`src/rtl/shs_pkg.sv`:
```
package shs_pkg;
  // homing method selection values
  localparam logic [7:0]  METHOD_REV_LIMIT  = 8'h01;
  localparam logic [7:0]  METHOD_FWD_LIMIT  = 8'h02;
  localparam logic [7:0]  METHOD_HOME_SW    = 8'h03;
  // drive control word fields
  localparam int          CTRL_START_BIT    = 4;
  // drive state word fields
  localparam int          STAT_TARGET_BIT   = 10;
  localparam int          STAT_SWLIMIT_BIT  = 11;
  localparam int          STAT_DONE_LO_BIT  = 12;
  localparam int          STAT_ERROR_BIT    = 13;
  localparam int          STAT_DONE_HI_BIT  = 15;
  localparam logic [15:0] STATE_WORD_RESET  = 16'h0000;
  // default widths
  localparam int          SPEED_W           = 16;
  localparam int          POS_W             = 32;
  localparam int          TIME_W            = 16;
  // tick lengths in clock cycles; accel rate is speed units per ramp tick
  localparam logic [15:0] RAMP_TICK_CYCLES  = 16'h0028;
  localparam logic [15:0] WIN_TICK_CYCLES   = 16'h9C40;

  typedef enum logic [2:0] {
    SHS_IDLE,
    SHS_FAST,
    SHS_DECEL,
    SHS_SLOW_WAIT_EDGE,
    SHS_SLOW_WAIT_FALL,
    SHS_SLOW_WAIT_ZERO,
    SHS_DONE,
    SHS_FAIL
  } shs_state_e;
endpackage : shs_pkg

```
`src/rtl/shs_speed_ramp.sv`:
```
`timescale 1ns/1ps
module shs_speed_ramp #(
  parameter int SPEED_W = 16
) (
  input  wire logic                      clk,
  input  wire logic                      rst_n,
  input  wire logic                      tick,
  input  wire logic signed [SPEED_W:0]   target,
  input  wire logic        [SPEED_W-1:0] rate,
  output logic signed      [SPEED_W:0]   speed,
  output logic                           at_target
);
  logic signed [SPEED_W:0]   speed_r;
  logic signed [SPEED_W+1:0] diff;
  logic signed [SPEED_W+1:0] rate_s;
  logic signed [SPEED_W:0]   speed_nxt;

  assign diff      = {target[SPEED_W], target} - {speed_r[SPEED_W], speed_r};
  assign rate_s    = {2'b00, rate};
  // a zero rate would never converge, so it is treated as a step
  assign speed_nxt = (rate == '0) ? target :
                     (diff > rate_s) ? speed_r + $signed({1'b0, rate}) :
                     (diff < -rate_s) ? speed_r - $signed({1'b0, rate}) : target;
  assign speed     = speed_r;
  assign at_target = (speed_r == target);

  always_ff @(posedge clk or negedge rst_n) begin
    if (!rst_n) begin
      speed_r <= '0;
    end else if (tick) begin
      speed_r <= speed_nxt;
    end
  end
endmodule : shs_speed_ramp

```
`src/rtl/shs_homing_sequencer.sv`:
```
`timescale 1ns/1ps
module shs_homing_sequencer #(
  parameter int SPEED_W = shs_pkg::SPEED_W,
  parameter int POS_W   = shs_pkg::POS_W,
  parameter int TIME_W  = shs_pkg::TIME_W
) (
  input  wire logic                    clk,
  input  wire logic                    rst_n,
  input  wire logic [15:0]             drive_control_word,
  input  wire logic [7:0]              homing_method_select,
  input  wire logic [SPEED_W-1:0]      switch_search_speed,
  input  wire logic [SPEED_W-1:0]      zero_search_speed,
  input  wire logic [SPEED_W-1:0]      homing_accel_rate,
  input  wire logic [POS_W-1:0]        position_window,
  input  wire logic [TIME_W-1:0]       position_window_time,
  input  wire logic                    soft_limit_enable_cfg,
  input  wire logic signed [POS_W-1:0] actual_position,
  input  wire logic signed [POS_W-1:0] target_position,
  input  wire logic signed [POS_W-1:0] soft_limit_min,
  input  wire logic signed [POS_W-1:0] soft_limit_max,
  input  wire logic                    drive_fault,
  input  wire logic                    drive_warning,
  input  wire logic                    reverse_limit_input,
  input  wire logic                    forward_limit_input,
  input  wire logic                    home_switch_input,
  input  wire logic                    encoder_zero_pulse,
  output logic signed [SPEED_W:0]      speed_command,
  output logic                         homing_active,
  output logic                         homing_timeout_fault,
  output logic [15:0]                  homing_state_word
);
  shs_pkg::shs_state_e       state_r;
  shs_pkg::shs_state_e       state_nxt;
  logic                      start_q_r;
  logic                      sw_q_r;
  logic                      fwd_dir_r;
  logic                      fwd_dir_nxt;
  logic                      err_r;
  logic                      fault_r;
  logic                      tgt_r;
  logic [15:0]               ramp_cnt_r;
  logic [15:0]               ms_cnt_r;
  logic [TIME_W-1:0]         win_cnt_r;
  logic signed [SPEED_W:0]   target_spd;
  logic                      ramp_at;

  wire start_bit  = drive_control_word[shs_pkg::CTRL_START_BIT];
  wire start_rise = start_bit && !start_q_r;
  wire meth_ok    = (homing_method_select == shs_pkg::METHOD_REV_LIMIT) ||
                    (homing_method_select == shs_pkg::METHOD_FWD_LIMIT) ||
                    (homing_method_select == shs_pkg::METHOD_HOME_SW);
  // decel point chosen by the method value
  wire decel_sw   = (homing_method_select == shs_pkg::METHOD_REV_LIMIT) ? reverse_limit_input :
                    (homing_method_select == shs_pkg::METHOD_FWD_LIMIT) ? forward_limit_input :
                    home_switch_input;
  // method 1 searches reverse first, methods 2 and 3 forward
  wire fast_fwd   = (homing_method_select != shs_pkg::METHOD_REV_LIMIT);
  wire sw_rise    = decel_sw && !sw_q_r;
  wire sw_fall    = !decel_sw && sw_q_r;
  wire running    = (state_r != shs_pkg::SHS_IDLE) && (state_r != shs_pkg::SHS_DONE) &&
                    (state_r != shs_pkg::SHS_FAIL);
  wire ramp_tick  = (ramp_cnt_r == shs_pkg::RAMP_TICK_CYCLES - 16'h0001);
  wire ms_tick    = (ms_cnt_r == shs_pkg::WIN_TICK_CYCLES - 16'h0001);
  wire event_bad  = drive_fault || drive_warning;

  function automatic logic signed [SPEED_W:0] sdir(input logic [SPEED_W-1:0] s,
                                                   input logic fwd);
    sdir = fwd ? $signed({1'b0, s}) : -$signed({1'b0, s});
  endfunction : sdir

  function automatic logic [POS_W-1:0] absdiff(input logic signed [POS_W-1:0] a,
                                               input logic signed [POS_W-1:0] b);
    absdiff = (a > b) ? POS_W'(a - b) : POS_W'(b - a);
  endfunction : absdiff

  always_comb begin
    state_nxt   = state_r;
    fwd_dir_nxt = fwd_dir_r;
    case (state_r)
      shs_pkg::SHS_IDLE, shs_pkg::SHS_DONE, shs_pkg::SHS_FAIL: begin
        if (start_rise && meth_ok) begin
          if (decel_sw) begin
            // already on the switch: leave it slowly, away from it
            fwd_dir_nxt = !fast_fwd;
            state_nxt   = shs_pkg::SHS_SLOW_WAIT_FALL;
          end else begin
            fwd_dir_nxt = fast_fwd;
            state_nxt   = shs_pkg::SHS_FAST;
          end
        end
      end
      shs_pkg::SHS_FAST: begin
        if (sw_rise) begin
          fwd_dir_nxt = !fwd_dir_r;
          state_nxt   = shs_pkg::SHS_DECEL;
        end
      end
      shs_pkg::SHS_DECEL: begin
        if (ramp_at) begin
          state_nxt = shs_pkg::SHS_SLOW_WAIT_FALL;
        end
      end
      shs_pkg::SHS_SLOW_WAIT_FALL: begin
        if (sw_fall) begin
          state_nxt = shs_pkg::SHS_SLOW_WAIT_ZERO;
        end
      end
      shs_pkg::SHS_SLOW_WAIT_ZERO: begin
        if (encoder_zero_pulse) begin
          state_nxt = shs_pkg::SHS_DONE;
        end
      end
      default: begin
        state_nxt = shs_pkg::SHS_IDLE;
      end
    endcase
    if (running && !start_bit) begin
      state_nxt = shs_pkg::SHS_IDLE;
    end else if (running && event_bad) begin
      state_nxt = shs_pkg::SHS_FAIL;
    end
  end

  // fast phase uses switch search speed, decel targets zero, both slow phases the zero search speed
  assign target_spd = (state_r == shs_pkg::SHS_FAST) ? sdir(switch_search_speed, fwd_dir_r) :
                      (state_r == shs_pkg::SHS_DECEL) ? '0 :
                      (state_r == shs_pkg::SHS_SLOW_WAIT_FALL ||
                       state_r == shs_pkg::SHS_SLOW_WAIT_ZERO) ?
                      sdir(zero_search_speed, fwd_dir_r) : '0;

  shs_speed_ramp #(
    .SPEED_W (SPEED_W)
  ) u_ramp (
    .clk       (clk),
    .rst_n     (rst_n),
    .tick      (ramp_tick),
    .target    (target_spd),
    .rate      (homing_accel_rate),
    .speed     (speed_command),
    .at_target (ramp_at)
  );

  wire in_window = absdiff(actual_position, target_position) <= position_window;
  wire sw_limit  = soft_limit_enable_cfg &&
                   ((actual_position >= soft_limit_max) ||
                    (actual_position <= soft_limit_min));

  always_ff @(posedge clk or negedge rst_n) begin
    if (!rst_n) begin
      state_r    <= shs_pkg::SHS_IDLE;
      start_q_r  <= 1'b0;
      sw_q_r     <= 1'b0;
      fwd_dir_r  <= 1'b0;
      ramp_cnt_r <= '0;
    end else begin
      state_r    <= state_nxt;
      start_q_r  <= start_bit;
      sw_q_r     <= decel_sw;
      fwd_dir_r  <= fwd_dir_nxt;
      ramp_cnt_r <= ramp_tick ? '0 : ramp_cnt_r + 16'h0001;
    end
  end

  // error sticks until the next homing start; a fault only sets it while running, so the start cycle clears it
  always_ff @(posedge clk or negedge rst_n) begin
    if (!rst_n) begin
      err_r   <= 1'b0;
      fault_r <= 1'b0;
    end else if (running && event_bad) begin
      err_r   <= 1'b1;
      fault_r <= 1'b1;
    end else if (start_rise) begin
      err_r   <= 1'b0;
      fault_r <= 1'b0;
    end
  end

  // window time counted in milliseconds
  always_ff @(posedge clk or negedge rst_n) begin
    if (!rst_n) begin
      ms_cnt_r  <= '0;
      win_cnt_r <= '0;
      tgt_r     <= 1'b0;
    end else if (!in_window) begin
      ms_cnt_r  <= '0;
      win_cnt_r <= '0;
      tgt_r     <= 1'b0;
    end else begin
      ms_cnt_r <= ms_tick ? '0 : ms_cnt_r + 16'h0001;
      if (win_cnt_r >= position_window_time) begin
        tgt_r <= 1'b1;
      end else if (ms_tick) begin
        win_cnt_r <= win_cnt_r + {{(TIME_W-1){1'b0}}, 1'b1};
      end
    end
  end

  wire done = (state_r == shs_pkg::SHS_DONE);

  always_comb begin
    homing_state_word                            = shs_pkg::STATE_WORD_RESET;
    homing_state_word[shs_pkg::STAT_TARGET_BIT]  = tgt_r;
    homing_state_word[shs_pkg::STAT_SWLIMIT_BIT] = sw_limit;
    homing_state_word[shs_pkg::STAT_DONE_LO_BIT] = done;
    homing_state_word[shs_pkg::STAT_ERROR_BIT]   = err_r;
    homing_state_word[shs_pkg::STAT_DONE_HI_BIT] = done;
  end

  assign homing_active        = running;
  assign homing_timeout_fault = fault_r;
endmodule : shs_homing_sequencer

```
`config.mk`:
```
export PLATFORM = sky130hd
export DESIGN_NAME = shs_homing_sequencer
export DESIGN_NICKNAME = d
export VERILOG_FILES = /design/src/rtl/shs_pkg.sv /design/src/rtl/shs_speed_ramp.sv /design/src/rtl/shs_homing_sequencer.sv
export SDC_FILE = /design/constraint.sdc
export NUM_CORES = 1
export LEC_CHECK = 0
export ABC_AREA = 0
export CAP_MARGIN = 20
export CORE_UTILIZATION = 47
export CTS_BUF_LIST = sky130_fd_sc_hd__clkbuf_8
export DETAILED_ROUTE_END_ITERATION = 8
export DONT_BUFFER_PORTS = 1
export HOLD_SLACK_MARGIN = 0.03
export SYNTH_ARGS = -nofsm -noshare
export SYNTH_HDL_FRONTEND = slang
export SYNTH_SLANG_ARGS = --single-unit
```
`constraint.sdc`:
```
create_clock -name clk -period 13.1 [get_ports clk]
set_clock_uncertainty 0.15 [all_clocks]
set_input_delay 1.965 -clock clk [delete_from_list [all_inputs] [get_ports clk]]
set_output_delay 1.965 -clock clk [all_outputs]
set_load 0.05 [all_outputs]
```
**After elaboration in Yosys (flattened, before gate mapping)**

Index checks and enable logic that the tools add are counted.

- Bits in registers: 73
- Latch bits: 0
- Bits in writable memories: 0
- Memory bits (read-only): 0
- Bits of input ports: 257
- Output and inout bits: 35
- Word-level logic and storage cells: 116
- Memories kept: 0

- $add $sub $neg: 11
- $mul: 0
- Div/mod/pow operators: 0
- $lt $le $gt $ge: 7
- Equal/unequal tests: 25
- Shifts and indexed selects: 0
- Muxes and demuxes: 34
- Bitwise logic cells: 0
- Reductions and logical operators: 29

Operator list:

| kind | number |
|---|---|
| 2-to-1 mux 17 bit | 8 |
| 2-to-1 mux 16 bit | 6 |
| less-or-equal comparator 32 bit | 2 |
| subtractor 32 bit | 2 |
| adder 16 x 1 -> 16 bit (second input constant) | 3 |
| negator 16 -> 17 bit | 2 |
| >= comparator 32 bit | 1 |
| > comparator 32 bit | 1 |
| 2-to-1 mux 32 bit | 1 |
| 2-to-1 mux 3 bit | 8 |
| inequality test 4 bit (second input constant) | 5 |
| > comparator 18 x 17 -> 1 bit | 1 |
| less-than comparator 18 bit | 1 |
| negator 16 -> 18 bit | 1 |
| subtractor 17 x 17 -> 18 bit | 1 |
| adder 17 bit | 1 |
| == test 17 bit | 1 |
| subtractor 17 bit | 1 |
| == test 16 bit (second input constant) | 1 |
| == test 16 x 6 -> 1 bit (second input constant) | 1 |
| == test 8 x 2 -> 1 bit (second input constant) | 2 |
| >= comparator 16 bit | 1 |
| logical NOT 16 bit | 1 |
| one-hot mux 3 bit (5 select lines) | 1 |
| other kinds (20) | 53 |

**Longest topological paths before layout**

- Depth in word-level cells: 10
- Gate-level depth with buffers: 29
- Depth with buffers taken out: 27

**Hierarchy**

Synthesis repeated with hierarchy kept, for this count alone.

- Cell total of the unflattened synthesis: 1985
- Area, all modules: 14700.3 sq um

Modules (own cells, without submodules):

| module | times used | cells each | area an instance (sq um) | seq. area each (sq um) |
|---|---|---|---|---|
| shs_homing_sequencer | 1 | 1383 | 10233.6 | 1401.3 |
| shs_speed_ramp | 1 | 602 | 4466.8 | 425.4 |

**Worst setup path before layout**

No wires, ideal clock.

- Path kind: input to register
- From: input port actual_position[20]
- To: register ms_cnt_r[10]
- Setup time: 0.132 ns
- Arrival time: 6.907 ns
- Required time: 12.818 ns
- Slack: 5.911 ns
- Cell stages on the path: 25
- Path buffers: 5
- Cells stage by stage: inv_1 -> ha_1 -> buf_2 -> nand4_2 -> nor4_2 -> and3_1 -> a211oi_1 -> a211oi_2 -> buf_2 -> clkbuf_1 -> mux2_2 -> ha_1 -> nor2b_1 -> o21a_1 -> o21a_1 -> o21a_1 -> o21a_1 -> o21a_1 -> o21a_1 -> o21ai_0 -> a211oi_1 -> nand2b_1 -> clkbuf_1 -> clkbuf_1 -> nor2_1

- Cells in the longest elaborated chain, start to end: 4
- Elaborated cells between the ends (all ways): 6
- Classes of those cells: add/sub (2); order compare (2); mux (2)

RTL lines:

| element | RTL line | RTL |
|---|---|---|
| from (decl) | shs_homing_sequencer.sv:17 | `input wire logic signed [POS_W-1:0] actual_position,` |
| subtractor 32 bit or > comparator 32 bit (tied branches) | shs_homing_sequencer.sv:73 | `absdiff = (a > b) ? POS_W'(a - b) : POS_W'(b - a);` |
| 2-to-1 mux 32 bit (*) | shs_homing_sequencer.sv:73 |  |
| less-or-equal comparator 32 bit (*) | shs_homing_sequencer.sv:143 | `wire in_window = absdiff(actual_position, target_position) <= position_window;` |
| 2-to-1 mux 16 bit (*) | shs_homing_sequencer.sv:184 | `end else if (!in_window) begin` |
| to (signal assigned) | shs_homing_sequencer.sv:189 | `ms_cnt_r <= ms_tick ? '0 : ms_cnt_r + 16'h0001;` |
| to (decl) | shs_homing_sequencer.sv:42 | `logic [15:0] ms_cnt_r;` |

Every way passes the cells marked *; elsewhere a longest branch is shown, timed or not.
A chain may end at the register's enable or synchronous reset.

**Final worst setup path**

- From: input port switch_search_speed[3]
- To: register u_ramp.speed_r[11], in the netlist u_ramp.speed[11]

- Cells in the longest elaborated chain, start to end: 8
- Elaborated cells between the ends (all ways): 9
- Classes of those cells: add/sub (2); order compare (2); mux (5)

RTL lines:

| element | RTL line | RTL |
|---|---|---|
| from (decl) | shs_homing_sequencer.sv:11 | `input wire logic [SPEED_W-1:0] switch_search_speed,` |
| negator 16 -> 17 bit | shs_homing_sequencer.sv:68 | `sdir = fwd ? $signed({1'b0, s}) : -$signed({1'b0, s});` |
| 2-to-1 mux 17 bit (*) | shs_homing_sequencer.sv:68 |  |
| 2-to-1 mux 17 bit (*) | shs_homing_sequencer.sv:125 | `assign target_spd = (state_r == shs_pkg::SHS_FAST) ? sdir(switch_search_speed, fwd_dir_r) :` |
| subtractor 17 x 17 -> 18 bit | shs_speed_ramp.sv:18 | `assign diff = {target[SPEED_W], target} - {speed_r[SPEED_W], speed_r};` |
| less-than comparator 18 bit | shs_speed_ramp.sv:23 | `(diff < -rate_s) ? speed_r - $signed({1'b0, rate}) : target;` |
| 2-to-1 mux 17 bit | shs_speed_ramp.sv:23 |  |
| 2-to-1 mux 17 bit | shs_speed_ramp.sv:22 | `(diff > rate_s) ? speed_r + $signed({1'b0, rate}) :` |
| 2-to-1 mux 17 bit (*) | shs_speed_ramp.sv:21 | `assign speed_nxt = (rate == '0) ? target :` |
| to (signal assigned) | shs_speed_ramp.sv:31 | `speed_r <= speed_nxt;` |
| to (decl) | shs_speed_ramp.sv:13 | `logic signed [SPEED_W:0] speed_r;` |

Marked as above.

==> results_dict.tcl <==
set metrics [dict create \
    grt_pass1_vias 13000 \
    yosysWarnings 0 \
    reg2reg_slack_ps 5860 \
    ctsHoldBuffers 0 \
    hold_path_class "reg2reg" \
    synth-seq-area-share_pct 12.7 \
    finalHoldViolations 0 \
    netlist_area_sq_mm 0.0144 \
    nets 2408 \
    slew_viol_final 0 \
    startpoint_type "input pin" \
    clk_path_buf_depth 2 \
    io_pins 292 \
    fin_hold_ws_ps 319 \
    worstPathRequired_ps 13200 \
    p_per_area_mw_per_mm2 221 \
    cts_max_level 3 \
    end_kind "flop" \
    cts_tree "yes" \
    synth-seq-cells 73 \
    mostFrequentLayoutCells "269 x inv_1, 261 x ha_1, 162 x a21oi_1" \
    drive_gt1_share_pct 3.07 \
    std_cell_rows 63 \
    setup_tns_ps 0 \
    wl_per_cell_um 18.1 \
    outcome "finished clean" \
    coreArea_sq_mm 0.0299 \
    timing.final.crit_period_ps 8490 \
    clock_latency_ps 370 \
    drcViolationCount 0 \
    yosysTopAreaCell "ha_1" \
    grt_pass1_wl_mm 65.0 \
    dieHeight_um 177 \
    fmax_ghz 0.118 \
    finalWirelength_mm 41.3 \
    setup_violations 0 \
    ys_top_cells_by_area "ha_1 23%, dfrtp_1 13%, inv_1 7.0%" \
    area_growth_pct 2.80 \
    clockRootBuffer "clkbuf_8" \
    p_leak_nw 7.65 \
    rsz0062_at_grt "false" \
    ys.flop_type "dfrtp_1" \
    port_buffers 0 \
    arrival_ps 8590 \
    ys_async_sr_fraction_pct 100 \
    vdd_drop_max_v 0.000320 \
    clock_sinks 73 \
    overflow 0 \
    drt_pre_antenna_iters 5 \
    synth_edf_count 0 \
    grt_antenna_before_repair 0 \
    critPathMaxFanout 25 \
    synth.avg_cell_area_sq_um 7.42 \
    drv_cap 0 \
    track_usage_pct 25.9 \
    start_util_pct 48.0 \
    cts.repair.resized 0 \
    synth_cell_types 79 \
    path_class "in2reg" \
    syn-instance-count 1934 \
    clkTransAtPathRegs_ps 80 \
    die_area_sq_mm 0.0312 \
    ant_nets 0 \
    fin_util_pct 49.4 \
    relSlewSlack_pct 26.4 \
    yosysTopAreaCellShare_pct 22.8 \
    grt_max_degree 74 \
    antennaDiodeCount 0 \
    mostFrequentLayoutCell "inv_1" \
    drt-vias-per-instance 5.91 \
    die_w_um 177 \
    hpwl_mm 34.9 \
    post-route-period-util_pct 64.8 \
    drt_iter0_markers 666 \
    place_congestion 0.920 \
    route.vias.total 13500 \
    worstMarginPinSlew_ps 1100 \
    post_cts_buffers 0 \
    numCtsBuffers 9 \
]
## cells in the mapped netlist (43+ instances only)
library cell  number
nand4_1           45
inv_1            268
o21ai_0           79
a21oi_1          162
xor2_1            43
nor2_1           158
a21o_1           100
ha_1             261
nand3_1           51
dfrtp_1           73
xnor2_1           91
nand2_1           98
## stage by stage
step / area (sq um) / setup slack, ps / power [mW] / cells
floorplan: 14400 / 5910 / 2.42 / 1944
detailed placement: 14600 / 4450 / 3.03 / 2264
CTS: 14800 / 4820 / 3.22 / 2280
global route: 14800 / 4300 / 3.54 / 2280
finish: 14800 / 4610 / 3.25 / 2280
global placement: 14600 / 4540 / 2.98 / 2264
## logic make-up (layout without fill, tap and decap cells)
family	after synthesis	after routing	share of synthesized area (%)
AO/OA/AOI/OAI	553	553	25.4
XOR/XNOR	134	134	8.18
multiplexers	25	25	1.80
AND/OR/NAND/NOR	538	538	18.7
buffers and inverters	344	290	9.66
adder cells (fa/ha/maj)	266	266	23.5
other	1	11	0.0261
flip-flops	73	73	12.7
## path summary, 6_finish.rpt
kind | from | end | depth (start not counted)
worst min-delay path | ramp_cnt_r[0] | ramp_cnt_r[0] | 1
max in group asynchronous | rst_n | win_cnt_r[10] | 0
worst min register to register | ramp_cnt_r[0] | ramp_cnt_r[0] | 1
worst max register to register | state_r[0] | u_ramp.speed[11] | 23
worst max-delay path | switch_search_speed[3] | u_ramp.speed[11] | 25
min in group asynchronous | rst_n | u_ramp.speed[3] | 0
## final cells by class
| class | instances | area, sq um |
|---|---|---|
| multi-input cells | 1527 | 11200 |
| clock buffers | 9 | 124 |
| fillers | 3023 | 15100 |
| flip-flops and latches | 73 | 1830 |
| inverters | 269 | 1010 |
| repair buffers | 5 | 37.5 |
| well taps | 390 | 488 |
| clock inverters | 7 | 71.3 |
## where the power goes
group | internal (mW) | total (mW) | switching [mW]
logic | 1.01 | 2.63 | 1.61
registers | 0.260 | 0.442 | 0.182
clock network | 0.0879 | 0.183 | 0.0954
total | 1.36 | 3.25 | 1.89
## worst max-delay path: stages
cell and delay, ps:
nor2_1 240, nand3_1 140, nor3_1 490, nor2_1 110, xnor2_1 170, o22ai_1 260, ha_1 360, a21oi_1 270
o21ai_0 280, o31ai_1 390, nand2_1 140, a21o_1 190, a21oi_1 160, xnor2_1 250, ha_1 320, a21oi_1 160
nor2b_1 70, nor4b_1 540, o211ai_1 170, nor4_1 380, a211o_1 210, o31a_2 510, nand2_1 200, o221a_2 330
o31a_1 270
## per-layer routing
| metal | wire length, um | up-vias | track usage (%) |
|---|---|---|---|
| met5 | 0 | - | 0 |
| met4 | 1540 | 0 | 10.3 |
| met3 | 2450 | 79 | 4.10 |
| met2 | 19700 | 428 | 46.3 |
| met1 | 17600 | 6244 | 30.7 |
| li1 | - | 6735 | - |
## registers in the layout, indices dropped and copies added (netlist names)
register	count
fwd_dir_r	1
homing_timeout_fault	1
ms_cnt_r	16
ramp_cnt_r	16
start_q_r	1
state_r	3
sw_q_r	1
tgt_r	1
u_ramp.speed	17
win_cnt_r	16
Power figures use the tool's default switching activity.
